<file path="config.mk">
export PLATFORM = sky130hd
export DESIGN_NAME = gspl_link_top
export DESIGN_NICKNAME = d
export VERILOG_FILES = /design/src/inc/gspl_pkg.sv /design/src/gspl_status_rx.sv /design/src/gspl_link_top.sv
export VERILOG_INCLUDE_DIRS = /design/src /design/src/inc
export SDC_FILE = /design/constraint.sdc
export NUM_CORES = 1
export LEC_CHECK = 0
export BUFFER_PORTS_ARGS = -buffer_cell sky130_fd_sc_hd__buf_4
export CAP_MARGIN = 10
export CORE_MARGIN = 3
export CORE_UTILIZATION = 30
export DETAILED_ROUTE_END_ITERATION = 7
export SYNTH_ARGS = -nofsm -noshare
export SYNTH_HDL_FRONTEND = slang
export SYNTH_HIERARCHICAL = 1
export SYNTH_SLANG_ARGS = --single-unit
</file>
<file path="constraint.sdc">
create_clock -name clk -period 7.9 [get_ports clk]
set_input_delay 1.58 -clock clk [delete_from_list [all_inputs] [get_ports clk]]
set_output_delay 1.58 -clock clk [all_outputs]
set_load 0.01 [all_outputs]
</file>
<file path="src/inc/gspl_defines.svh">
// Constants of the galvo serial position link: timing, frame layout, codes and status fields
//
// What this block does
// - Generator drives the link clock, nominally 2 MHz, twenty cycles per frame.
// - Sync and data are captured on falling link clock edges; change them on rising.
// - One low sync pulse per frame, one cycle, during the frame's last bit.
// - Frame is 3-bit code, 16-bit unsigned position MSB first, even parity bit.
// - Three independent 20-bit channels X, Y, Z share one clock and sync.
// - Only code 001, 16-bit position follows, is sent on every channel.
// - Codes 000, 010 and 1xx are reserved and never sent.
// - Each status bit is captured on the falling edge of our own link clock.
// - Two-axis status, code 011: power, temp, in-field, X/Y ack, fixed 101, repeated.
// - Two-axis status parity is not checked; even parity is regenerated locally.
// - Three-axis status, code 001: ready, temp, tracking per axis; zero gaps; even parity.
// - Three-axis bits 3..1 report X/Y/Z link parity errors, bit 0 clock error.
`ifndef GSPL_DEFINES_SVH
`define GSPL_DEFINES_SVH

// Timing
`define GSPL_CLK_PERIOD_NS 20
`define GSPL_LINK_PERIOD_NS 500
`define GSPL_LINK_DIV (`GSPL_LINK_PERIOD_NS / `GSPL_CLK_PERIOD_NS)

// Frame layout, bit 19 is sent first
`define GSPL_FRAME_BITS 20
`define GSPL_POS_BITS 16
`define GSPL_CODE_MSB 19
`define GSPL_CODE_LSB 17
`define GSPL_WORD_MSB 16
`define GSPL_WORD_LSB 1
`define GSPL_PAR_BIT 0
`define GSPL_CODE_SLOTS 3

// Control codes
`define GSPL_CODE_POS16 3'h1
`define GSPL_CODE_ST2AXIS 3'h3
`define GSPL_CODE_ST3AXIS 3'h1

// Status word fields
`define GSPL_ST2_ACK_X 12
`define GSPL_ST2_ACK_Y 11
`define GSPL_ST3_RDY_X 15
`define GSPL_ST3_RDY_Y 11
`define GSPL_ST3_RDY_Z 7
`define GSPL_ST3_PERR_MSB 3
`define GSPL_ST3_PERR_LSB 1
`define GSPL_ST3_CLKERR 0

`endif

</file>
<file path="src/inc/gspl_pkg.sv">
// Types and frame helpers of the galvo serial position link
`include "gspl_defines.svh"
package gspl_pkg;

  typedef enum logic [1:0] {
    GSPL_FMT_NONE,
    GSPL_FMT_2AXIS,
    GSPL_FMT_3AXIS
  } gspl_fmt_t;

  typedef enum logic [1:0] {
    GSPL_ST_RESET,
    GSPL_ST_RUN
  } gspl_state_t;

  // Builds one position frame with its even parity bit
  function automatic logic [19:0] gspl_build_frame(input logic [2:0] code, input logic [15:0] pos);
    gspl_build_frame = {code, pos, ^{code, pos}};
  endfunction

  // Classifies a received status code
  function automatic gspl_fmt_t gspl_status_fmt(input logic [2:0] code);
    if (code == `GSPL_CODE_ST2AXIS) begin
      gspl_status_fmt = GSPL_FMT_2AXIS;
    end else if (code == `GSPL_CODE_ST3AXIS) begin
      gspl_status_fmt = GSPL_FMT_3AXIS;
    end else begin
      gspl_status_fmt = GSPL_FMT_NONE;
    end
  endfunction

endpackage

</file>
<file path="src/gspl_status_rx.sv">
// Status frame receiver of the galvo serial position link
`timescale 1ns/100ps
`default_nettype none
`include "gspl_defines.svh"

module gspl_status_rx (
  input wire logic clk,
  input wire logic rst_n,
  input wire logic sample,
  input wire logic frame_end,
  input wire logic bit_in,
  output logic [15:0] status_word,
  output var gspl_pkg::gspl_fmt_t status_fmt,
  output logic status_valid,
  output logic status_code_err,
  output logic status_parity_err,
  output logic status_parity_gen,
  output logic [1:0] pos_ack,
  output logic [2:0] servo_ready,
  output logic [2:0] head_parity_err,
  output logic head_clock_err
);

  // ----------------------------------------
  // Shift register
  // ----------------------------------------
  logic [19:0] sh_q;
  logic [19:0] frame_w;
  gspl_pkg::gspl_fmt_t fmt_w;

  assign frame_w = {sh_q[`GSPL_FRAME_BITS-2:0], bit_in};
  assign fmt_w = gspl_pkg::gspl_status_fmt(frame_w[`GSPL_CODE_MSB:`GSPL_CODE_LSB]);

  // Bits enter in the order sent, code first
  always_ff @(posedge clk or negedge rst_n) begin
    if (!rst_n) begin
      sh_q <= 20'h00000;
    end else if (sample) begin
      sh_q <= frame_w;
    end
  end

  // ----------------------------------------
  // Frame evaluation
  // ----------------------------------------
  // Results stand until the next frame end; valid pulses one cycle
  always_ff @(posedge clk or negedge rst_n) begin
    if (!rst_n) begin
      status_valid <= 1'b0;
      status_word <= 16'h0000;
      status_fmt <= gspl_pkg::GSPL_FMT_NONE;
      status_code_err <= 1'b0;
      status_parity_err <= 1'b0;
      status_parity_gen <= 1'b0;
    end else begin
      status_valid <= sample && frame_end;
      if (sample && frame_end) begin
        status_word <= frame_w[`GSPL_WORD_MSB:`GSPL_WORD_LSB];
        status_fmt <= fmt_w;
        status_code_err <= (fmt_w == gspl_pkg::GSPL_FMT_NONE);
        // Two-axis heads send no real parity, so only three-axis frames are checked
        status_parity_err <= (fmt_w == gspl_pkg::GSPL_FMT_3AXIS) && (^frame_w);
        status_parity_gen <= ^frame_w[`GSPL_CODE_MSB:`GSPL_WORD_LSB];
      end
    end
  end

  // Decoded fields, updated only from frames of the matching format
  always_ff @(posedge clk or negedge rst_n) begin
    if (!rst_n) begin
      pos_ack <= 2'h0;
      servo_ready <= 3'h0;
      head_parity_err <= 3'h0;
      head_clock_err <= 1'b0;
    end else if (sample && frame_end) begin
      if (fmt_w == gspl_pkg::GSPL_FMT_2AXIS) begin
        pos_ack <= {frame_w[`GSPL_ST2_ACK_X+`GSPL_WORD_LSB], frame_w[`GSPL_ST2_ACK_Y+`GSPL_WORD_LSB]};
      end
      if (fmt_w == gspl_pkg::GSPL_FMT_3AXIS && !(^frame_w)) begin
        servo_ready <= {frame_w[`GSPL_ST3_RDY_X+`GSPL_WORD_LSB], frame_w[`GSPL_ST3_RDY_Y+`GSPL_WORD_LSB],
                        frame_w[`GSPL_ST3_RDY_Z+`GSPL_WORD_LSB]};
        head_parity_err <= frame_w[`GSPL_ST3_PERR_MSB+`GSPL_WORD_LSB:`GSPL_ST3_PERR_LSB+`GSPL_WORD_LSB];
        head_clock_err <= frame_w[`GSPL_ST3_CLKERR+`GSPL_WORD_LSB];
      end
    end
  end

  // ----------------------------------------
  // Checks
  // ----------------------------------------
  AST_ST2_NO_PARITY_ERR: assert property (@(posedge clk) disable iff (!rst_n)
    (status_valid && status_fmt == gspl_pkg::GSPL_FMT_2AXIS) |-> !status_parity_err)
    else $error("two-axis status flagged a parity error");

  AST_ST_CODE_ERR: assert property (@(posedge clk) disable iff (!rst_n)
    status_valid |-> (status_code_err == (status_fmt == gspl_pkg::GSPL_FMT_NONE)))
    else $error("code error does not match the status format");

  AST_ST3_PARITY: assert property (@(posedge clk) disable iff (!rst_n)
    (sample && frame_end && fmt_w == gspl_pkg::GSPL_FMT_3AXIS) |=> (status_parity_err == $past(^frame_w)))
    else $error("three-axis parity check wrong");

endmodule
`default_nettype wire

</file>
<file path="src/gspl_link_top.sv">
// Position generator side of the galvo serial position link
`timescale 1ns/100ps
`default_nettype none
`include "gspl_defines.svh"

module gspl_link_top #(
  parameter int LINK_DIV = `GSPL_LINK_DIV
) (
  input wire logic clk,
  input wire logic nrst,
  input wire logic [15:0] x_pos,
  input wire logic [15:0] y_pos,
  input wire logic [15:0] z_pos,
  input wire logic status_return_line,
  output logic link_clk,
  output logic frame_sync_n,
  output logic x_position_line,
  output logic y_position_line,
  output logic z_position_line,
  output logic pos_taken,
  output logic [15:0] status_word,
  output var gspl_pkg::gspl_fmt_t status_fmt,
  output logic status_valid,
  output logic status_code_err,
  output logic status_parity_err,
  output logic status_parity_gen,
  output logic [1:0] pos_ack,
  output logic [2:0] servo_ready,
  output logic [2:0] head_parity_err,
  output logic head_clock_err
);

  // ----------------------------------------
  // Derived counts
  // ----------------------------------------
  localparam logic [4:0] DIV_LAST = 5'(LINK_DIV - 1);
  // High phase is the longer half when the divide is odd
  localparam logic [4:0] HIGH_END = 5'((LINK_DIV + 1) / 2);
  // Two synchroniser stages after the falling edge
  localparam logic [4:0] SAMPLE_AT = 5'((LINK_DIV + 1) / 2 + 1);
  localparam logic [4:0] SLOT_LAST = 5'(`GSPL_FRAME_BITS - 1);
  localparam logic [4:0] CODE_LAST = 5'(`GSPL_CODE_SLOTS - 1);

  // ----------------------------------------
  // Reset release
  // ----------------------------------------
  logic rst_meta_q;
  logic rst_n;

  // Assertion is asynchronous, release is synchronous to clk
  always_ff @(posedge clk or negedge nrst) begin
    if (!nrst) begin
      rst_meta_q <= 1'b0;
      rst_n <= 1'b0;
    end else begin
      rst_meta_q <= 1'b1;
      rst_n <= rst_meta_q;
    end
  end

  // ----------------------------------------
  // Run state
  // ----------------------------------------
  gspl_pkg::gspl_state_t state_q;

  always_ff @(posedge clk or negedge rst_n) begin
    if (!rst_n) begin
      state_q <= gspl_pkg::GSPL_ST_RESET;
    end else begin
      case (state_q)
        gspl_pkg::GSPL_ST_RESET: state_q <= gspl_pkg::GSPL_ST_RUN;
        gspl_pkg::GSPL_ST_RUN: state_q <= gspl_pkg::GSPL_ST_RUN;
        default: state_q <= gspl_pkg::GSPL_ST_RESET;
      endcase
    end
  end

  // ----------------------------------------
  // Link clock divider
  // ----------------------------------------
  logic [4:0] div_q;
  logic [4:0] div_d;
  logic link_clk_q;
  logic bit_edge;

  assign bit_edge = (div_q == DIV_LAST);
  assign div_d = bit_edge ? 5'h00 : 5'(div_q + 5'h01);

  // Starts on its last count so the first edge after reset begins a frame
  always_ff @(posedge clk or negedge rst_n) begin
    if (!rst_n) begin
      div_q <= DIV_LAST;
    end else begin
      div_q <= div_d;
    end
  end

  // Rises at each bit start, falls mid bit where the head samples
  always_ff @(posedge clk or negedge rst_n) begin
    if (!rst_n) begin
      link_clk_q <= 1'b0;
    end else begin
      link_clk_q <= (div_d < HIGH_END);
    end
  end

  // ----------------------------------------
  // Frame slot counter
  // ----------------------------------------
  logic [4:0] slot_q;
  logic frame_wrap;

  assign frame_wrap = bit_edge && (slot_q == SLOT_LAST);

  // Twenty bit slots per frame, no idle slot between frames
  always_ff @(posedge clk or negedge rst_n) begin
    if (!rst_n) begin
      slot_q <= SLOT_LAST;
    end else if (bit_edge) begin
      slot_q <= frame_wrap ? 5'h00 : 5'(slot_q + 5'h01);
    end
  end

  // Sync is low for the last slot, so it is present on the 20th cycle
  always_ff @(posedge clk or negedge rst_n) begin
    if (!rst_n) begin
      frame_sync_n <= 1'b1;
    end else if (bit_edge) begin
      frame_sync_n <= !(slot_q == SLOT_LAST - 5'h01);
    end
  end

  // ----------------------------------------
  // Position channels
  // ----------------------------------------
  logic [19:0] x_sh_q;
  logic [19:0] y_sh_q;
  logic [19:0] z_sh_q;

  // Positions are taken once per frame, so a word never tears mid frame
  always_ff @(posedge clk or negedge rst_n) begin
    if (!rst_n) begin
      x_sh_q <= 20'h00000;
      y_sh_q <= 20'h00000;
      z_sh_q <= 20'h00000;
    end else if (frame_wrap) begin
      x_sh_q <= gspl_pkg::gspl_build_frame(`GSPL_CODE_POS16, x_pos);
      y_sh_q <= gspl_pkg::gspl_build_frame(`GSPL_CODE_POS16, y_pos);
      z_sh_q <= gspl_pkg::gspl_build_frame(`GSPL_CODE_POS16, z_pos);
    end else if (bit_edge) begin
      x_sh_q <= {x_sh_q[`GSPL_FRAME_BITS-2:0], 1'b0};
      y_sh_q <= {y_sh_q[`GSPL_FRAME_BITS-2:0], 1'b0};
      z_sh_q <= {z_sh_q[`GSPL_FRAME_BITS-2:0], 1'b0};
    end
  end

  // Acknowledges the load of x_pos, y_pos and z_pos
  always_ff @(posedge clk or negedge rst_n) begin
    if (!rst_n) begin
      pos_taken <= 1'b0;
    end else begin
      pos_taken <= frame_wrap;
    end
  end

  assign link_clk = link_clk_q;
  assign x_position_line = x_sh_q[`GSPL_CODE_MSB];
  assign y_position_line = y_sh_q[`GSPL_CODE_MSB];
  assign z_position_line = z_sh_q[`GSPL_CODE_MSB];

  // ----------------------------------------
  // Status input
  // ----------------------------------------
  logic st_meta_q;
  logic st_sync_q;
  logic st_sample;

  // Two stages against metastability; the sample point is delayed to match
  always_ff @(posedge clk or negedge rst_n) begin
    if (!rst_n) begin
      st_meta_q <= 1'b0;
      st_sync_q <= 1'b0;
    end else begin
      st_meta_q <= status_return_line;
      st_sync_q <= st_meta_q;
    end
  end

  // Picks the pin level as it was at our falling link clock edge
  assign st_sample = (div_q == SAMPLE_AT) && (state_q == gspl_pkg::GSPL_ST_RUN);

  gspl_status_rx u_status_rx (
    .clk(clk),
    .rst_n(rst_n),
    .sample(st_sample),
    .frame_end(slot_q == SLOT_LAST),
    .bit_in(st_sync_q),
    .status_word(status_word),
    .status_fmt(status_fmt),
    .status_valid(status_valid),
    .status_code_err(status_code_err),
    .status_parity_err(status_parity_err),
    .status_parity_gen(status_parity_gen),
    .pos_ack(pos_ack),
    .servo_ready(servo_ready),
    .head_parity_err(head_parity_err),
    .head_clock_err(head_clock_err)
  );

  // ----------------------------------------
  // Checks
  // ----------------------------------------
  // Running parity of the X line, read only by a check
  logic par_acc_q;

  always_ff @(posedge clk or negedge rst_n) begin
    if (!rst_n) begin
      par_acc_q <= 1'b0;
    end else if (bit_edge) begin
      par_acc_q <= (slot_q == SLOT_LAST) ? 1'b0 : (par_acc_q ^ x_position_line);
    end
  end

  AST_LINK_PERIOD: assert property (@(posedge clk) disable iff (!rst_n)
    $rose(link_clk_q) |-> ##25 $rose(link_clk_q))
    else $error("link clock period is not 25 cycles");

  AST_FRAME_LENGTH: assert property (@(posedge clk) disable iff (!rst_n)
    $fell(frame_sync_n) |-> ##[500:500] $fell(frame_sync_n))
    else $error("frame is not twenty link cycles");

  AST_SYNC_WIDTH: assert property (@(posedge clk) disable iff (!rst_n)
    $fell(frame_sync_n) |-> (!frame_sync_n)[*8] ##18 $rose(frame_sync_n))
    else $error("sync low is not one link cycle");

  AST_SYNC_SLOT: assert property (@(posedge clk) disable iff (!rst_n)
    !frame_sync_n |-> (slot_q == SLOT_LAST))
    else $error("sync low outside the last slot");

  AST_EDGE_ALIGN: assert property (@(posedge clk) disable iff (!rst_n)
    ($changed(x_position_line) || $changed(y_position_line) || $changed(z_position_line) ||
     $changed(frame_sync_n)) |-> $rose(link_clk_q))
    else $error("line changed away from the rising link edge");

  AST_CODE_001: assert property (@(posedge clk) disable iff (!rst_n)
    ($rose(link_clk_q) && slot_q <= CODE_LAST) |->
      ({x_position_line, y_position_line, z_position_line} == ((slot_q == CODE_LAST) ? 3'h7 : 3'h0)))
    else $error("control code is not 001");

  AST_EVEN_PARITY: assert property (@(posedge clk) disable iff (!rst_n)
    ($rose(link_clk_q) && slot_q == SLOT_LAST) |-> !(par_acc_q ^ x_position_line))
    else $error("x frame parity is not even");

  AST_POS_LOAD: assert property (@(posedge clk) disable iff (!rst_n)
    (bit_edge && slot_q == SLOT_LAST) |=> (pos_taken && x_sh_q[`GSPL_WORD_MSB:`GSPL_WORD_LSB] == $past(x_pos)))
    else $error("position not loaded at frame boundary");

  AST_STATUS_EVERY_FRAME: assert property (@(posedge clk) disable iff (!rst_n)
    status_valid |-> ##[500:500] status_valid)
    else $error("status not captured once per frame");

endmodule
`default_nettype wire

</file>
## After elaboration in Yosys (flattened, before gate mapping)

Index checks and enable logic that the tools add are counted.

| storage, ports and cells | value |
|---|---|
| output and inout port bits | 37 |
| register bits after elaboration | 129 |
| input port bits | 51 |

| operators by class | value |
|---|---|
| eq/ne operators | 9 |
| add/sub/neg operators | 2 |
| multiplexer cells | 11 |
| magnitude comparators | 1 |
| reduce and logical (&&, ||, !) cells | 18 |

Operators by type and width:

| kind | count |
|---|---|
| 20-bit 2-to-1 mux | 6 |
| 19-bit parity | 4 |
| 20-bit parity | 1 |
| 5-bit == test (second input constant) | 3 |
| 5-bit by 1-bit adder with 5-bit output (second input constant) | 2 |
| 5-bit 2-to-1 mux | 2 |
| 5-bit by 4-bit == test with 1-bit output (second input constant) | 1 |
| 1-bit logical AND | 5 |
| 5-bit by 4-bit less-than comparator with 1-bit output (second input constant) | 1 |
| 2-bit by 1-bit == test with 1-bit output (second input constant) | 2 |
| 2-bit logical NOT | 2 |
| 2-bit 2-to-1 mux | 2 |
| 2-bit AND reduction | 2 |
| 3-bit by 1-bit == test with 1-bit output (second input constant) | 1 |
| 3-bit by 2-bit == test with 1-bit output (second input constant) | 1 |
| 2-bit == test (second input constant) | 1 |
| 1-bit logical NOT | 2 |
| 2-bit nonzero test | 1 |
| 2-bit OR reduction | 1 |
| 1-bit 2-to-1 mux | 1 |

## Longest topological paths before layout

| logic depth | value |
|---|---|
| depth in word-level cells | 6 |
| depth in mapped cells | 11 |

## Hierarchy

Netlist, hierarchy kept.

By module, submodules not included:

| module | instances | area an instance (µm²) | cells an instance | seq. area each (µm²) |
|---|---|---|---|---|
| gspl_link_top | 1 | 3793.6 | 420 | 1959.4 |
| gspl_status_rx | 1 | 2115.8 | 137 | 1251.2 |

## Worst setup path after synthesis

No wires, ideal clock.

| timing | value |
|---|---|
| path kind | input to register |
| start point | in x_pos[13] |
| end point | reg x_sh_q[0] |
| path slack | 5.528 ns |
| setup time | 0.127 ns |
| data required time | 7.773 ns |
| arrival time | 2.245 ns |
| cell stages on the path | 5 |
| path buffers | 0 |
| cell sequence | xor2_1 xnor2_1 xnor2_1 xnor2_1 o21ai_0 |

| between the ends | value |
|---|---|
| cells in the longest elaborated chain, start to end | 2 |

RTL lines:

| what | line | text |
|---|---|---|
| from (decl) | gspl_link_top.sv:11 | `input wire logic [15:0] x_pos,` |
| 19-bit parity | gspl_pkg.sv:18 | `gspl_build_frame = {code, pos, ^{code, pos}};` |
| 20-bit 2-to-1 mux | gspl_link_top.sv:146 | `end else if (frame_wrap) begin` |
| to (signal assigned) | gspl_link_top.sv:147 | `` x_sh_q <= gspl_pkg::gspl_build_frame(`GSPL_CODE_POS16, x_pos); `` |
| to (signal assigned) | gspl_link_top.sv:151 | `` x_sh_q <= {x_sh_q[`GSPL_FRAME_BITS-2:0], 1'b0}; `` |
| to (decl) | gspl_link_top.sv:136 | `logic [19:0] x_sh_q;` |

Every way passes these cells.
A chain may end at the register's enable or synchronous reset.

## Worst setup path in the final report

| timing | value |
|---|---|
| start point | reg slot_q[4] |
| end point | reg u_status_rx.servo_ready[0] |

| between the ends | value |
|---|---|
| cells in the longest elaborated chain, start to end | 3 |

RTL lines:

| what | line | text |
|---|---|---|
| from (decl) | gspl_link_top.sv:110 | `logic [4:0] slot_q;` |
| from (signal assigned) | gspl_link_top.sv:120 | `slot_q <= frame_wrap ? 5'h00 : 5'(slot_q + 5'h01);` |
| 5-bit == test | n/a |  |
| 1-bit logical AND | gspl_status_rx.sv:75 | `end else if (sample && frame_end) begin` |
| 2-bit AND reduction (no line) | n/a |  |
| to (signal assigned) | gspl_status_rx.sv:80 | `` servo_ready <= {frame_w[`GSPL_ST3_RDY_X+`GSPL_WORD_LSB], frame_w[`GSPL_ST3_RDY_Y+`GSPL_WORD_LSB], `` |
| to (decl) | gspl_status_rx.sv:19 | `output logic [2:0] servo_ready,` |

Every way passes these cells.

==> flow_summary.yaml <==
run_status:
  outcome: "finished clean"
floorplanning:
  core_um2: 19000
  start_util_pct: 31.1
  dieArea_um2: 21400
  die_h_um: 146
  io_pins: 88
  die_w_um: 146
  rows: 50
global_routing:
  busiest_layer: "met2"
  grt_pass1_vias: 4059
  met3_usage_pct: 2.70
  antenna_found_initial: 0
  overflow: 0
  track_usage_pct: 11.6
  gr-usage-met2_pct: 17.5
  use_met1_pct: 16.4
  grt_max_degree: 114
  grt_pass1_wl_um: 20400
logic_synthesis:
  synthSimpleGateAreaFrac_pct: 13.5
  async_flop_share_pct: 100
  avgSynthCellArea_um2: 10.6
  yosysUniqueCellTypes: 39
  synth_xor_area_share_pct: 10.6
  yosysWarnings: 6
  synthMuxAreaShare_pct: 9.38
  synth_ff_type: "dfrtp_1"
  synthCells: 557
  synth-compound-area-share_pct: 7.39
  seq_area_frac_synth_pct: 54.3
  synthesis.area_um2: 5910
  synth_top_family_by_area: "simple AND/OR/NAND/NOR gates"
  synth_edf_count: 0
  ys_ff_latch: 128
  yosys.area_share.adder_pct: 1.48
pwr:
  vdd_drop_max_mv: 0.140
  p_clk_share_pct: 51.0
  leakage_nw: 3.49
  power_density_nw_per_um2: 218
  swShare_pct: 21.8
  p_int_mw: 1.26
  seqPwrFrac_pct: 42.0
  p_switching_uw: 352
  combPwrFrac_pct: 6.9
placement:
  dp_hpwl_um: 7800
  dp_slack_ns: 4.49
  place.port_buffers: 87
  dp_cells: 881
  placed_cell_area_um2: 6780
  routabilityCongestion: 0.713
sta:
  worstMarginPinSlew_ns: 1.01
  post-route-period-util_pct: 43.2
  max_freq_ghz: 0.293
  finalHoldViolCount: 0
  clock_skew_ns: 0.00657
  setup_tns_ns: 0
  relSlewSlack_pct: 32.9
  setup_slack_ns: 4.49
  rsz0062_at_grt: "no"
  setup_viol: 0
  drv_slew: 0
  finalCriticalPeriod_ns: 3.41
layout:
  fillers: 1911
  final_nets: 698
  fin_area_um2: 7400
  instances_no_fill: 913
  antenna_cells: 0
  utilization_pct: 38.9
  seq_area_um2: 3210
  multi_input_area_um2: 2510
  drive_above_1_share_pct: 28.5
  area_growth_pct: 25.3
setup_path:
  end_kind: "flop"
  startpoint_type: "flop"
  critical_path.max_stage_delay_ns: 0.74
  required_ns: 8.19
  cp_data_arrival_time_ns: 3.70
  crit_slowest_cell: "inv_2"
  worstPathMaxFanout: 57
  cp_cell_sequence: "inv_2, nor3_4, nand2_2, buf_4, inv_2, nand2_1, buf_4, nor3_1, nand2_1, nor2_8, mux2_4"
  worstSetupPathType: "flop to flop"
clocking:
  cts_resized: 0
  cts_tree: "yes"
  clk_latency_ns: 0.41
  post_cts_buffers: 0
  clk_pin_slew_ns: 0.05
  cts-htree-levels: 4
  clock_path_buffers: 2
  cts-root-buf: "clkbuf_16"
  cts_hold_buffers: 0
  clock-sinks: 128
  cts_buffers: 17
routing:
  vias: 4027
  drt_iter0_markers: 248
  vias_per_cell: 4.41
  routed_wl_um: 11800
  post_drt_wl_per_cell_um: 13.0
  firstDrtPassIters: 5
  detail-route-antenna-nets: 0
  remaining_drc_errors: 0
run:
  drv_cap: 0
hold_path:
  min_path_type: "flop to flop"
## cells in the final DEF, fill, tap and decap left out, types with 3 or more instances in the layout
cell / count
clkinv_2: 4
mux2_2: 39
mux2_4: 7
inv_1: 7
xnor2_1: 57
dfrtp_1: 121
nand2_1: 123
a31oi_1: 50
ha_1: 7
nand3_1: 3
buf_4: 92
xor2_1: 7
nor2_1: 61
a21oi_1: 5
dfstp_2: 6
bufinv_16: 4
o21ai_0: 12
clkinvlp_4: 3
clkbuf_16: 17
## worst max-delay path, delay by kind of cell (launching register included)
kind                   cells  cell delay (ns)
flip-flops                 1             0.53
AND/OR/NAND/NOR            6             1.02
multiplexers               1             0.32
buffers and inverters      4             1.35
## sequential cells by signal (all words and copies together) (netlist names)
| register | cells |
|---|---|
| x_sh_q | 20 |
| st_sync_q | 1 |
| rst_n | 1 |
| u_status_rx/status_code_err | 1 |
| u_status_rx/status_parity_err | 1 |
| link_clk | 1 |
| st_meta_q | 1 |
| z_sh_q | 20 |
| u_status_rx/status_valid | 1 |
| u_status_rx/head_clock_err | 1 |
| u_status_rx/status_fmt | 2 |
| u_status_rx/sh_q | 19 |
| pos_taken | 1 |
| state_q | 1 |
| rst_meta_q | 1 |
| frame_sync_n | 1 |
| y_sh_q | 20 |
| u_status_rx/pos_ack | 2 |
| div_q | 5 |
| slot_q | 5 |
| u_status_rx/head_parity_err | 3 |
| u_status_rx/servo_ready | 3 |
| u_status_rx/status_word | 16 |
| u_status_rx/status_parity_gen | 1 |
## cells in the mapped netlist, types with 2 or more instances
cell / count / area, µm²
a21oi_1: 5 / 25.0
a31oi_1: 50 / 313
buf_1: 3 / 11.3
buf_2: 11 / 55.1
buf_4: 2 / 15.0
buf_6: 4 / 45.0
clkbuf_1: 9 / 33.8
dfrtp_1: 122 / 3050
dfstp_2: 6 / 158
ha_1: 7 / 87.6
inv_1: 7 / 26.3
inv_2: 2 / 7.51
mux2_2: 39 / 439
mux2_4: 7 / 105
nand2_1: 123 / 462
nand3_1: 3 / 15.0
nand4_1: 2 / 12.5
nor2_1: 61 / 229
o21ai_0: 12 / 60.1
xnor2_1: 57 / 499
xor2_1: 7 / 61.3
## layer usage
| metal | up-vias | part of all wire [%] |
|---|---|---|
| li1 | 2021 | - |
| met1 | 1933 | 50 |
| met2 | 59 | 46 |
| met3 | 14 | 2.9 |
| met4 | 0 | 1.5 |
| met5 | - | 0 |
## logic make-up after synthesis
kind of cell | count (synthesis)
buffers and inverters | 38
and+or+nand+nor | 197
muxes | 47
adders and majority gates | 7
xor gates and xnor gates | 67
AOI/OAI and AO/OA | 72
other | 1
DFF | 128
## metrics by stage
step | hold slack, ns | power [mW]
after CTS | 0.348 | 1.64
after floorplan | 0.331 | 0.762
after global placement | 0.332 | 0.804
after global routing | 0.351 | 1.68
final | 0.347 | 1.61
after detailed placement | 0.335 | 0.805
## cell type report
cell class              instances  share of cell area [%]
clock buffers                  18                    5.93
clock inverters                14                    2.55
well taps                     260                    4.39
multi-input cells             392                    33.9
repair buffers                 92                    9.33
flip-flops and latches        128                    43.4
inverters                       9                   0.456
## power groups by stage
stage	clock network [mW]	logic, mW	registers (mW)
after floorplan	0	0.0700	0.692
after global placement	0	0.113	0.691
after detailed placement	0	0.114	0.691
after CTS	0.843	0.115	0.679
after global routing	0.877	0.124	0.681
final	0.823	0.112	0.679
## worst paths after layout
path | from | to | slack [ns] | cells after the start
setup / recovery | slot_q[4] | u_status_rx/servo_ready[0] | 4.49 | 11
min in group asynchronous | rst_n | u_status_rx/sh_q[8] | 0.40 | 0
max in group asynchronous | rst_n | y_sh_q[18] | 6.15 | 1
setup reg to reg | slot_q[4] | u_status_rx/servo_ready[0] | 4.49 | 11
hold reg to reg | rst_meta_q | rst_n | 0.35 | 0
hold / removal | rst_meta_q | rst_n | 0.35 | 0
(Power assumes the default switching activity.)
